`config.mk`:
```
export PLATFORM = sky130hd
export DESIGN_NAME = ebs_ext_bus_if
export DESIGN_NICKNAME = d
export VERILOG_FILES = /design/src/core/ebs_ext_bus_if.v /design/src/core/ebs_sync.v /design/src/core/ebs_mem_ctrl.v
export VERILOG_INCLUDE_DIRS = /design/src /design/src/core
export SDC_FILE = /design/constraint.sdc
export NUM_CORES = 1
export LEC_CHECK = 0
export CAP_MARGIN = 10
export CORE_MARGIN = 5
export CORE_UTILIZATION = 45
export CTS_CLUSTER_SIZE = 16
export DETAILED_ROUTE_END_ITERATION = 16
export DONT_BUFFER_PORTS = 1
export PLACE_DENSITY = 0.69
export SLEW_MARGIN = 20
export SYNTH_ARGS = -nofsm -noshare
export SYNTH_HDL_FRONTEND = slang
export SYNTH_HIERARCHICAL = 1
export SYNTH_SLANG_ARGS = --single-unit
```
`constraint.sdc`:
```
create_clock -name core_clk_i -period 3.1 [get_ports core_clk_i]
set_clock_uncertainty 0.15 [all_clocks]
set_input_delay 0.62 -clock core_clk_i [delete_from_list [all_inputs] [get_ports core_clk_i]]
set_output_delay 0.62 -clock core_clk_i [all_outputs]
set_load 0.02 [all_outputs]
```
`src/core/ebs_map.vh`:
```
// Register map, field positions and timing counts of the external bus slave interface
// Function
// - Memory access: sync strobe rise, then move buffer and RAM in two clocks.
// - USB has RAM priority; memory transfer may wait up to two more clocks; the code waits in S_WAIT for as long as usb_busy_i is high, with no limit.
// - Burst bit in memory mode register gives highest-rate memory transfers.
// - CPU channel transfers are carried by interrupts to the internal CPU.
// - Memory channel moves data to RAM by direct access, no CPU involvement.
// - Command decoder makes channel strobes, terminal count, buffer write, status select, output enable.
// - CPU channel access gated by configuration register and the rx/tx buffer enable bits.
// - Memory access gated by configuration register and memory rx/tx enable states.
// - Selector routes tx ready, rx ready or memory request to irq and DMA pins.
// - Each CPU-writable register gets its own write strobe from decode and write.
// - CPU read drivers enabled by module select and read; decode picks register.
// - Four CPU-writable registers: enable, index, configuration, transmit buffer; source register read-only.
// - Status from both channel controllers is presented to the internal CPU.
// - Rx full/ready and tx empty/ready derive from CPU channel strobes.
// - Address select high addresses the CPU channel and raises an interrupt.
// - Address select low accesses RAM at an auto-incrementing address.
// - DMA acknowledge low acts as chip select and address select low.
// - Both channels share one 8-bit transmit and one 8-bit receive buffer.
`ifndef EBS_MAP_VH
`define EBS_MAP_VH
// CPU-side register addresses
`define EBS_ADDR_IRQ_SRC      3'h0
`define EBS_ADDR_IRQ_EN       3'h1
`define EBS_ADDR_INDEX        3'h2
`define EBS_ADDR_WIN1         3'h3
`define EBS_ADDR_WIN2         3'h4
`define EBS_ADDR_TX_BUFFER_REG        3'h5
`define EBS_ADDR_RX_BUFFER_REG        3'h6
// Interrupt source enable fields
`define EBS_EN_RXB            0
`define EBS_EN_TXB            1
`define EBS_EN_MC             2
// Configuration register low fields
`define EBS_CFG_EXB           0
`define EBS_CFG_INT_LSB       1
`define EBS_CFG_A1            4
// Configuration register high fields
`define EBS_CFG_DRQ_LSB       0
`define EBS_CFG_DAK_LSB       2
`define EBS_CFG_TC            4
// Output selector codes
`define EBS_SEL_TXRDY         3'h0
`define EBS_SEL_RXRDY         3'h1
`define EBS_SEL_MCREQ         3'h2
// Reset values
`define EBS_RST_BYTE          8'h00
// Timing: RAM move time and USB wait in clocks
`define EBS_XFER_CLKS         2
`define EBS_USB_WAIT_CLKS     2
`endif

```
`src/core/ebs_ext_bus_if.v`:
```
// External bus slave interface top: command decoder, buffers, CPU registers, output selector
`timescale 1ns/1ps
`include "ebs_map.vh"
module ebs_ext_bus_if #(
    parameter AW        = 11,
    parameter SYNC_STGS = 3
) (
    input  wire          core_clk_i,
    input  wire          rst_i,
    // External MCU bus pins
    input  wire          chip_select_pin_n_i,
    input  wire          addr_select_line_i,
    input  wire          status_sel_i,
    input  wire          rd_n_i,
    input  wire          wr_n_i,
    input  wire          dma_ack_n_i,
    input  wire          term_count_n_i,
    input  wire [7:0]    data_i,
    output reg  [7:0]    data_o,
    output wire          data_oe_n_o,
    output wire          ext_irq_pin_o,
    output wire          dma_request_pin_o,
    // Internal CPU bus
    input  wire          cpu_sel_i,
    input  wire [2:0]    cpu_addr_i,
    input  wire          cpu_rd_i,
    input  wire          cpu_wr_i,
    input  wire [7:0]    cpu_wdata_i,
    output reg  [7:0]    cpu_rdata_o,
    output wire          cpu_drive_o,
    output wire          cpu_irq_o,
    // Memory-side controls
    input  wire          burst_i,
    input  wire          mem_load_i,
    input  wire [AW-1:0] mem_load_addr_i,
    input  wire [AW-1:0] mem_end_addr_i,
    input  wire          usb_busy_i,
    // Multichannel RAM port
    output wire          ram_req_o,
    output wire          ram_we_o,
    output wire [AW-1:0] ram_addr_o,
    output reg  [7:0]    ram_wdata_o,
    input  wire [7:0]    ram_rdata_i
);
    // Shared 8-bit buffers and CPU registers
    reg  [7:0] tx_buffer_reg;
    reg  [7:0] rx_buffer_reg;
    reg  [7:0] irq_en;
    reg  [7:0] index_reg;
    reg  [7:0] cfg_lo;
    reg  [7:0] cfg_hi;
    reg        rx_buf_full;
    reg        tx_buf_empty;
    reg        mem_tc_seen;
    reg        mem_done_flag;
    reg        rd_lvl_q;
    reg        cs_s1, cs_s2, a0_s1, a0_s2, ak_s1, ak_s2, tc_s1, tc_s2, st_s1, st_s2;
    reg  [7:0] din_s1, din_s2;
    wire       rd_lvl, rd_rise, wr_lvl, wr_rise;
    wire       mc_busy, mc_done, mc_end;
    wire [AW-1:0] mc_addr;
    wire [7:0] irq_src;

    // Strobes are active low; synchronise the raw pin level so rise = strobe end
    ebs_sync #(.STAGES(SYNC_STGS)) u_rd_sync (
        .core_clk_i (core_clk_i),
        .rst_i      (rst_i),
        .async_i    (rd_n_i),
        .level_o    (rd_lvl),
        .rise_o     (rd_rise)
    );
    ebs_sync #(.STAGES(SYNC_STGS)) u_wr_sync (
        .core_clk_i (core_clk_i),
        .rst_i      (rst_i),
        .async_i    (wr_n_i),
        .level_o    (wr_lvl),
        .rise_o     (wr_rise)
    );

    // Remaining pins through two flip-flops; data is stable at strobe rise
    always @(posedge core_clk_i)
    begin
        if (rst_i)
        begin
            {cs_s1, cs_s2, ak_s1, ak_s2, tc_s1, tc_s2} <= 6'h3f;
            {a0_s1, a0_s2, st_s1, st_s2} <= 4'h0;
            din_s1 <= `EBS_RST_BYTE;
            din_s2 <= `EBS_RST_BYTE;
        end
        else
        begin
            cs_s1  <= chip_select_pin_n_i;
            cs_s2  <= cs_s1;
            a0_s1  <= addr_select_line_i;
            a0_s2  <= a0_s1;
            ak_s1  <= dma_ack_n_i;
            ak_s2  <= ak_s1;
            tc_s1  <= term_count_n_i;
            tc_s2  <= tc_s1;
            st_s1  <= status_sel_i;
            st_s2  <= st_s1;
            din_s1 <= data_i;
            din_s2 <= din_s1;
        end
    end

    // Configuration fields
    wire       exb_on   = cfg_lo[`EBS_CFG_EXB];
    wire [2:0] int_sel  = cfg_lo[`EBS_CFG_INT_LSB +: 3];
    wire       a1_on    = cfg_lo[`EBS_CFG_A1];
    wire [1:0] drq_sel  = cfg_hi[`EBS_CFG_DRQ_LSB +: 2];
    wire       dak_on   = |cfg_hi[`EBS_CFG_DAK_LSB +: 2];
    wire       tc_on    = cfg_hi[`EBS_CFG_TC];
    wire       mc_run   = irq_en[`EBS_EN_MC];
    wire       rxb_en   = irq_en[`EBS_EN_RXB];
    wire       txb_en   = irq_en[`EBS_EN_TXB];

    // Memory rx/tx enable states of the internal memory interface
    wire mem_rx_enable = mc_run & ~mc_busy & ~mc_end;
    wire mem_tx_enable = mc_run & ~mc_busy & ~mc_end;
    wire mem_tx_buf_select = ~txb_en;

    // Command decoder; acknowledge equals chip select with address select low
    wire dak_act  = dak_on & ~ak_s2;
    wire cs_act   = exb_on & ~cs_s2;
    wire cpu_hit  = cs_act & a0_s2 & ~dak_act;
    wire mem_hit  = (cs_act & ~a0_s2) | dak_act;
    wire stt_sel  = cs_act & a1_on & st_s2;
    wire cch_rd   = cpu_hit & rd_rise & txb_en;
    wire cch_wr   = cpu_hit & wr_rise & rxb_en;
    wire mch_rd   = mem_hit & rd_rise & mem_tx_enable;
    wire mch_wr   = mem_hit & wr_rise & mem_rx_enable;
    wire mem_chan_term_count = mch_wr & tc_on & ~tc_s2;
    wire buf_wr   = cch_wr | mch_wr;
    assign data_oe_n_o = ~((cs_act | dak_act) & ~rd_lvl);

    // External read data: status, or transmit buffer
    always @(posedge core_clk_i)
    begin
        if (rst_i)
            data_o <= `EBS_RST_BYTE;
        else
            data_o <= stt_sel ? irq_src : tx_buffer_reg;
    end

    // Memory channel request: per byte, or held for the whole burst
    wire mc_req = burst_i ? (mc_run & ~mc_end)
                          : (mc_run & ~mc_end & ~mc_busy);

    // CPU channel buffer flags
    wire rx_buf_ready = ~rx_buf_full & rxb_en;
    wire tx_buf_ready = ~tx_buf_empty & txb_en;

    // Output selector
    function sel_src;
        input [2:0] sel;
        input       txr, rxr, mcr;
        begin
            if (sel == `EBS_SEL_TXRDY)
                sel_src = txr;
            else if (sel == `EBS_SEL_RXRDY)
                sel_src = rxr;
            else if (sel == `EBS_SEL_MCREQ)
                sel_src = mcr;
            else
                sel_src = 1'b0;
        end
    endfunction
    assign ext_irq_pin_o     = exb_on & sel_src(int_sel, tx_buf_ready, rx_buf_ready, mc_req);
    assign dma_request_pin_o = exb_on & sel_src({1'b0, drq_sel}, tx_buf_ready, rx_buf_ready, mc_req);

    // Memory channel controller
    ebs_mem_ctrl #(.AW(AW)) u_mc (
        .core_clk_i  (core_clk_i),
        .rst_i       (rst_i),
        .start_i     (mch_rd | mch_wr),
        .dir_wr_i    (mch_wr),
        .usb_busy_i  (usb_busy_i),
        .load_i      (mem_load_i),
        .load_addr_i (mem_load_addr_i),
        .end_addr_i  (mem_end_addr_i),
        .run_i       (mc_run),
        .addr_o      (mc_addr),
        .ram_req_o   (ram_req_o),
        .ram_we_o    (ram_we_o),
        .busy_o      (mc_busy),
        .done_o      (mc_done),
        .at_end_o    (mc_end)
    );
    assign ram_addr_o = mc_addr;

    // Interrupt source register, read-only from both sides
    assign irq_src = {3'h0, mem_done_flag, mem_tc_seen, mc_busy, tx_buf_empty, rx_buf_full};
    assign cpu_irq_o = (rx_buf_full & rxb_en) | (tx_buf_empty & txb_en)
                     | (mem_done_flag & mc_run);

    // CPU write strobes, one per register, and the receive buffer read strobe
    wire we_en  = cpu_sel_i & cpu_wr_i & (cpu_addr_i == `EBS_ADDR_IRQ_EN);
    wire we_idx = cpu_sel_i & cpu_wr_i & (cpu_addr_i == `EBS_ADDR_INDEX);
    wire we_w1  = cpu_sel_i & cpu_wr_i & (cpu_addr_i == `EBS_ADDR_WIN1);
    wire we_w2  = cpu_sel_i & cpu_wr_i & (cpu_addr_i == `EBS_ADDR_WIN2);
    wire we_tx  = cpu_sel_i & cpu_wr_i & (cpu_addr_i == `EBS_ADDR_TX_BUFFER_REG);
    wire rd_rx  = cpu_sel_i & cpu_rd_i & (cpu_addr_i == `EBS_ADDR_RX_BUFFER_REG);

    // Registers, buffers and flags; hardware set wins over clear
    always @(posedge core_clk_i)
    begin
        if (rst_i)
        begin
            irq_en        <= `EBS_RST_BYTE;
            index_reg     <= `EBS_RST_BYTE;
            cfg_lo        <= `EBS_RST_BYTE;
            cfg_hi        <= `EBS_RST_BYTE;
            tx_buffer_reg <= `EBS_RST_BYTE;
            rx_buffer_reg <= `EBS_RST_BYTE;
            ram_wdata_o   <= `EBS_RST_BYTE;
            rx_buf_full   <= 1'b0;
            tx_buf_empty  <= 1'b1;
            mem_tc_seen   <= 1'b0;
            mem_done_flag <= 1'b0;
            rd_lvl_q      <= 1'b0;
        end
        else
        begin
            rd_lvl_q <= rd_lvl;
            if (we_en)
                irq_en <= cpu_wdata_i;
            if (we_idx)
                index_reg <= cpu_wdata_i;
            // Configuration is reached through the index window
            if (we_w1 && index_reg == `EBS_RST_BYTE)
                cfg_lo <= cpu_wdata_i;
            if (we_w2 && index_reg == `EBS_RST_BYTE)
                cfg_hi <= cpu_wdata_i;
            if (buf_wr)
                rx_buffer_reg <= din_s2;
            if (mch_wr)
                ram_wdata_o <= din_s2;
            // RAM read data lands in the shared transmit buffer
            if (ram_req_o && !ram_we_o && mem_tx_buf_select)
                tx_buffer_reg <= ram_rdata_i;
            else if (we_tx)
                tx_buffer_reg <= cpu_wdata_i;
            if (cch_wr)
                rx_buf_full <= 1'b1;
            else if (rd_rx)
                rx_buf_full <= 1'b0;
            if (cch_rd)
                tx_buf_empty <= 1'b1;
            else if (we_tx)
                tx_buf_empty <= 1'b0;
            if (mem_chan_term_count)
                mem_tc_seen <= 1'b1;
            else if (we_en && !cpu_wdata_i[`EBS_EN_MC])
                mem_tc_seen <= 1'b0;
            if ((mc_done && mc_end) || mem_chan_term_count)
                mem_done_flag <= 1'b1;
            else if (we_en)
                mem_done_flag <= 1'b0;
        end
    end

    // CPU read mux; drivers enabled by select and read
    assign cpu_drive_o = cpu_sel_i & cpu_rd_i;
    always @*
    begin
        if (cpu_addr_i == `EBS_ADDR_IRQ_SRC)
            cpu_rdata_o = irq_src;
        else if (cpu_addr_i == `EBS_ADDR_IRQ_EN)
            cpu_rdata_o = irq_en;
        else if (cpu_addr_i == `EBS_ADDR_INDEX)
            cpu_rdata_o = index_reg;
        else if (cpu_addr_i == `EBS_ADDR_WIN1)
            cpu_rdata_o = (index_reg == `EBS_RST_BYTE) ? cfg_lo : 8'h00;
        else if (cpu_addr_i == `EBS_ADDR_WIN2)
            cpu_rdata_o = (index_reg == `EBS_RST_BYTE) ? cfg_hi : 8'h00;
        else if (cpu_addr_i == `EBS_ADDR_RX_BUFFER_REG)
            cpu_rdata_o = rx_buffer_reg;
        else if (cpu_addr_i == `EBS_ADDR_TX_BUFFER_REG)
            cpu_rdata_o = tx_buffer_reg;
        else
            cpu_rdata_o = 8'h00;
    end
endmodule // ebs_ext_bus_if

```
`src/core/ebs_sync.v`:
```
// Multi-stage synchroniser with rising-edge pulse output
`timescale 1ns/1ps
module ebs_sync #(
    parameter STAGES = 3
) (
    input  wire core_clk_i,
    input  wire rst_i,
    input  wire async_i,
    output wire level_o,
    output wire rise_o
);
    reg [STAGES-1:0] chain;
    reg              last;

    // First stage feeds only the second; extra stage lowers MTBF risk
    always @(posedge core_clk_i)
    begin
        if (rst_i)
        begin
            // Idle strobe level is high; avoids a false edge after reset
            chain <= {STAGES{1'b1}};
            last  <= 1'b1;
        end
        else
        begin
            chain <= {chain[STAGES-2:0], async_i};
            last  <= chain[STAGES-1];
        end
    end

    assign level_o = chain[STAGES-1];
    assign rise_o  = chain[STAGES-1] & ~last;
endmodule // ebs_sync

```
`src/core/ebs_mem_ctrl.v`:
```
// Memory channel controller: RAM move sequencer with USB arbitration and address counter
`timescale 1ns/1ps
`include "ebs_map.vh"
module ebs_mem_ctrl #(
    parameter AW = 11
) (
    input  wire          core_clk_i,
    input  wire          rst_i,
    input  wire          start_i,
    input  wire          dir_wr_i,
    input  wire          usb_busy_i,
    input  wire          load_i,
    input  wire [AW-1:0] load_addr_i,
    input  wire [AW-1:0] end_addr_i,
    input  wire          run_i,
    output reg  [AW-1:0] addr_o,
    output wire          ram_req_o,
    output wire          ram_we_o,
    output reg           busy_o,
    output reg           done_o,
    output reg           at_end_o
);
    localparam S_IDLE = 2'h0;
    localparam S_WAIT = 2'h1;
    localparam S_XFER = 2'h2;
    localparam [1:0] XFER_LAST = `EBS_XFER_CLKS - 1;

    reg [1:0] state;
    reg [1:0] next_state;
    reg       dir_wr;
    reg [1:0] cnt;

    // USB owns the RAM while busy; we retry each cycle
    always @*
    begin
        next_state = state;
        case (state)
            S_IDLE:  if (start_i) next_state = usb_busy_i ? S_WAIT : S_XFER;
            S_WAIT:  if (!usb_busy_i) next_state = S_XFER;
            S_XFER:  if (cnt == XFER_LAST) next_state = S_IDLE;
            default: next_state = S_IDLE;
        endcase
    end

    always @(posedge core_clk_i)
    begin
        if (rst_i)
        begin
            state    <= S_IDLE;
            dir_wr   <= 1'b0;
            cnt      <= 2'h0;
            addr_o   <= {AW{1'b0}};
            busy_o   <= 1'b0;
            done_o   <= 1'b0;
            at_end_o <= 1'b0;
        end
        else
        begin
            state  <= next_state;
            done_o <= 1'b0;
            busy_o <= (next_state != S_IDLE);
            if (state == S_IDLE && start_i)
                dir_wr <= dir_wr_i;
            cnt <= (state == S_XFER) ? cnt + 2'h1 : 2'h0;
            // Address loads only while the channel is stopped
            if (load_i && !run_i)
            begin
                addr_o   <= load_addr_i;
                at_end_o <= 1'b0;
            end
            else if (state == S_XFER && next_state == S_IDLE)
            begin
                addr_o   <= addr_o + 1'b1;
                at_end_o <= (addr_o == end_addr_i);
                done_o   <= 1'b1;
            end
        end
    end

    assign ram_req_o = (state == S_XFER);
    assign ram_we_o  = (state == S_XFER) & dir_wr;
endmodule // ebs_mem_ctrl

```
==> out/metrics.yaml <==
outcome:
  outcome: "completed"
pwr:
  peakVddDrop_uv: 349
  powerDensity_nw_per_um2: 660
  p_leak_uw: 0.00231
route:
  avgRoutedWirePerCell_um: 17.7
  final_antenna_net_count: 0
  firstDrtPassIters: 6
  viasPerCell: 5.52
  wl_mm: 12.9
  num_vias: 4026
  remaining_drc_errors: 0
  dr.first_iter.drc_count: 308
die:
  die_area_um2: 13900
  fp-row-count: 39
  coreArea_um2: 11400
  die_width_um: 118
  die_height_um: 118
  io_pins: 106
  initial_utilization_pct: 45.9
clock_network:
  cts-root-buf: "clkbuf_16"
  cts_tree: "yes"
  cts_buffers: 17
  holdBufCountCts: 0
  cts.clk_slew.worst_paths_ns: 0.05
  htree_levels: 4
  clkSinkCount: 121
  clockBufferDepth: 2
  worstSkewPairLatency_ns: 0.40
layout:
  drive_gt1_share_pct: 12.3
  n_antenna_cell: 0
  layout.nets: 639
  syn_to_final_growth_pct: 16.9
  max_flop_register: "u_mc/addr_o"
  largest_register_ffs: 11
synthesis:
  synth_top_cell_by_area: "dfxtp_1"
  syn_area_per_cell_um2: 9.21
  synth_cell_types: 56
  synth_warnings: 6
  yosys_most_used_dff: "dfxtp_1"
  synthTopCellsByArea: "dfxtp_1 46%, mux2i_1 9.2%, nor2_1 4.2%"
  synth_area_um2: 5240
  synth_cells: 569
  ys_seq_area_share_pct: 46.2
  synth_top_area_share_pct: 46.2
  synth_seq_cells: 121
  synth-edff-count: 0
  async_reset_ff_share_pct: 0
  syn_nets: 635
timing:
  fin_crit_sh_pct: 96.0
  holdWs_ns: 0.146
  fin_crit_ns: 2.98
  fmax_mhz: 336
  hold_viol_final: 0
  slew-limit-headroom_pct: 42.9
  rsz0062_at_grt: "false"
  worstMarginPinSlew_ns: 0.852
  slew_violations: 0
  setup-violations-final: 0
  finalSetupTns_ns: 0
global_routing:
  grtUsageTotal_pct: 18.4
  antenna_found_initial: 0
  grt_max_degree: 128
  grt_pass1_wl_mm: 20.6
  grt_pass1_vias: 3922
  grt-ovfl-total: 0
worst_setup_path:
  crit_chain: "or4_4, nor4_4, buf_4, nand2_1, a31oi_1, buf_4"
  crit_required_ns: 2.33
  crit_path_start_kind: "flop"
  crit_path_frequent_cell: "buf_4"
  cp_top_family: "simple AND/OR/NAND/NOR gates"
  max_stage_delay_ns: 0.61
  crit_arrival_ns: 2.21
  slowest_stage: "or4_4"
  crit_buf_inv: 2
  crit_fanout: 6
  crit_type: "flop to primary output"
  critPathCaptureType: "primary output"
flow_run:
  cap_violations: 0
place:
  place.gp.congestion: 0.813
  post-dp-hpwl_mm: 9.07
  portBuffers: 0
hold_path:
  worstHoldPathType: "primary input to flop"
==> cell usage after synthesis, types with 5 or more instances <==
cell and number:
nand2b_1 22, xnor2_1 7, nor3b_1 5, nand2_1 53, dfxtp_1 121, nand3_1 8, inv_1 8, mux2i_1 48
a211oi_1 23, nor2_1 58, clkbuf_1 25, nand3b_1 5, xor2_1 12, a221oi_1 5, a21oi_1 29, nor2b_1 29
nor3_1 11, a31oi_1 9, or2_1 8, or2_2 9, o21ai_0 5, and2_1 7
==> routing by layer <==
| layer | track usage (%) | vias to the layer above | wire, µm |
|---|---|---|---|
| met4 | 5.81 | 0 | 198 |
| li1 | - | 1995 | - |
| met1 | 23.2 | 1883 | 5750 |
| met3 | 7.40 | 18 | 910 |
| met2 | 28.7 | 130 | 6010 |
| met5 | 0 | - | 0 |
==> placed cells by master (no fill, tap or decap), drive strengths merged, types with 7 or more instances in the layout <==
| cell type | synthesis | final |
|---|---|---|
| dfxtp | 121 | 121 |
| nor2 | 58 | 58 |
| nand2 | 53 | 53 |
| mux2i | 48 | 48 |
| nor2b | 29 | 29 |
| a21oi | 29 | 29 |
| a211oi | 24 | 24 |
| nand2b | 22 | 22 |
| clkbuf | 25 | 21 |
| or2 | 17 | 17 |
| buf | 5 | 15 |
| xor2 | 12 | 12 |
| nor3 | 12 | 12 |
| a31oi | 9 | 9 |
| inv | 8 | 8 |
| nand3 | 8 | 8 |
| o21ai | 8 | 8 |
| nor4 | 8 | 8 |
| and2 | 7 | 7 |
| xnor2 | 7 | 7 |
==> worst paths after layout <==
kind                                         start                  to  slack, ns  cells after the start
worst max-delay path                  index_reg[5]      cpu_rdata_o[5]       0.12                      6
worst min-delay path                         rst_i               a0_s1       0.15                      1
worst max register to register        index_reg[7]           cfg_hi[0]       0.74                      4
worst min register to register  u_rd_sync/chain[0]  u_rd_sync/chain[1]       0.25                      1
==> repair_timing <==
item | CTS | global route
setup endpoints to repair | 3 | 5
gates resized for setup | 3 | 2
gates cloned | 0 | 0
buffers inserted | 0 | 1
pin swaps | 0 | 3
==> area by class of cell <==
type,count,area (µm²)
repair buffers,15,113
clock buffers,21,470
multi-input cells,409,2690
clock inverters,11,216
fillers,1055,5300
well taps,143,179
flip-flops and latches,121,2420
inverters,9,33.8
==> per-stage QoR <==
| stage | instance area, µm² | instances | worst slack (ns) | util (%) | total power (µW) |
|---|---|---|---|---|---|
| 6_report | 6120 | 729 | 0.123 | 53.6 | 4040 |
| 5_1_grt | 6120 | 729 | 0.0121 | 53.6 | 4180 |
| 4_1_cts | 6110 | 728 | 0.0653 | 53.5 | 4070 |
| 3_5_place_dp | 5410 | 696 | 0.359 | 47.3 | 1820 |
| 3_3_place_gp | 5410 | 696 | 0.381 | 47.3 | 1820 |
| 2_1_floorplan | 5240 | 569 | 0.0498 | - | 1810 |
==> kinds of logic (layout without fill, tap and decap cells) <==
logic type | count (synthesis) | in the layout | synth area share, %
DFF | 121 | 121 | 46.2
AOI/OAI and AO/OA | 94 | 94 | 11.9
and+or+nand+nor | 246 | 246 | 26.1
adders and majority gates | 2 | 2 | 0.478
xor gates and xnor gates | 19 | 19 | 3.18
buffers and inverters | 39 | 56 | 2.89
muxes | 48 | 48 | 9.17
==> report_power, final <==
group | total [µW] | switching, µW | internal [µW]
Clock | 2250 | 675 | 1570
Combinational | 152 | 76.0 | 75.9
Sequential | 1640 | 47.3 | 1590
Note: power is estimated with default switching activity, not from simulation.
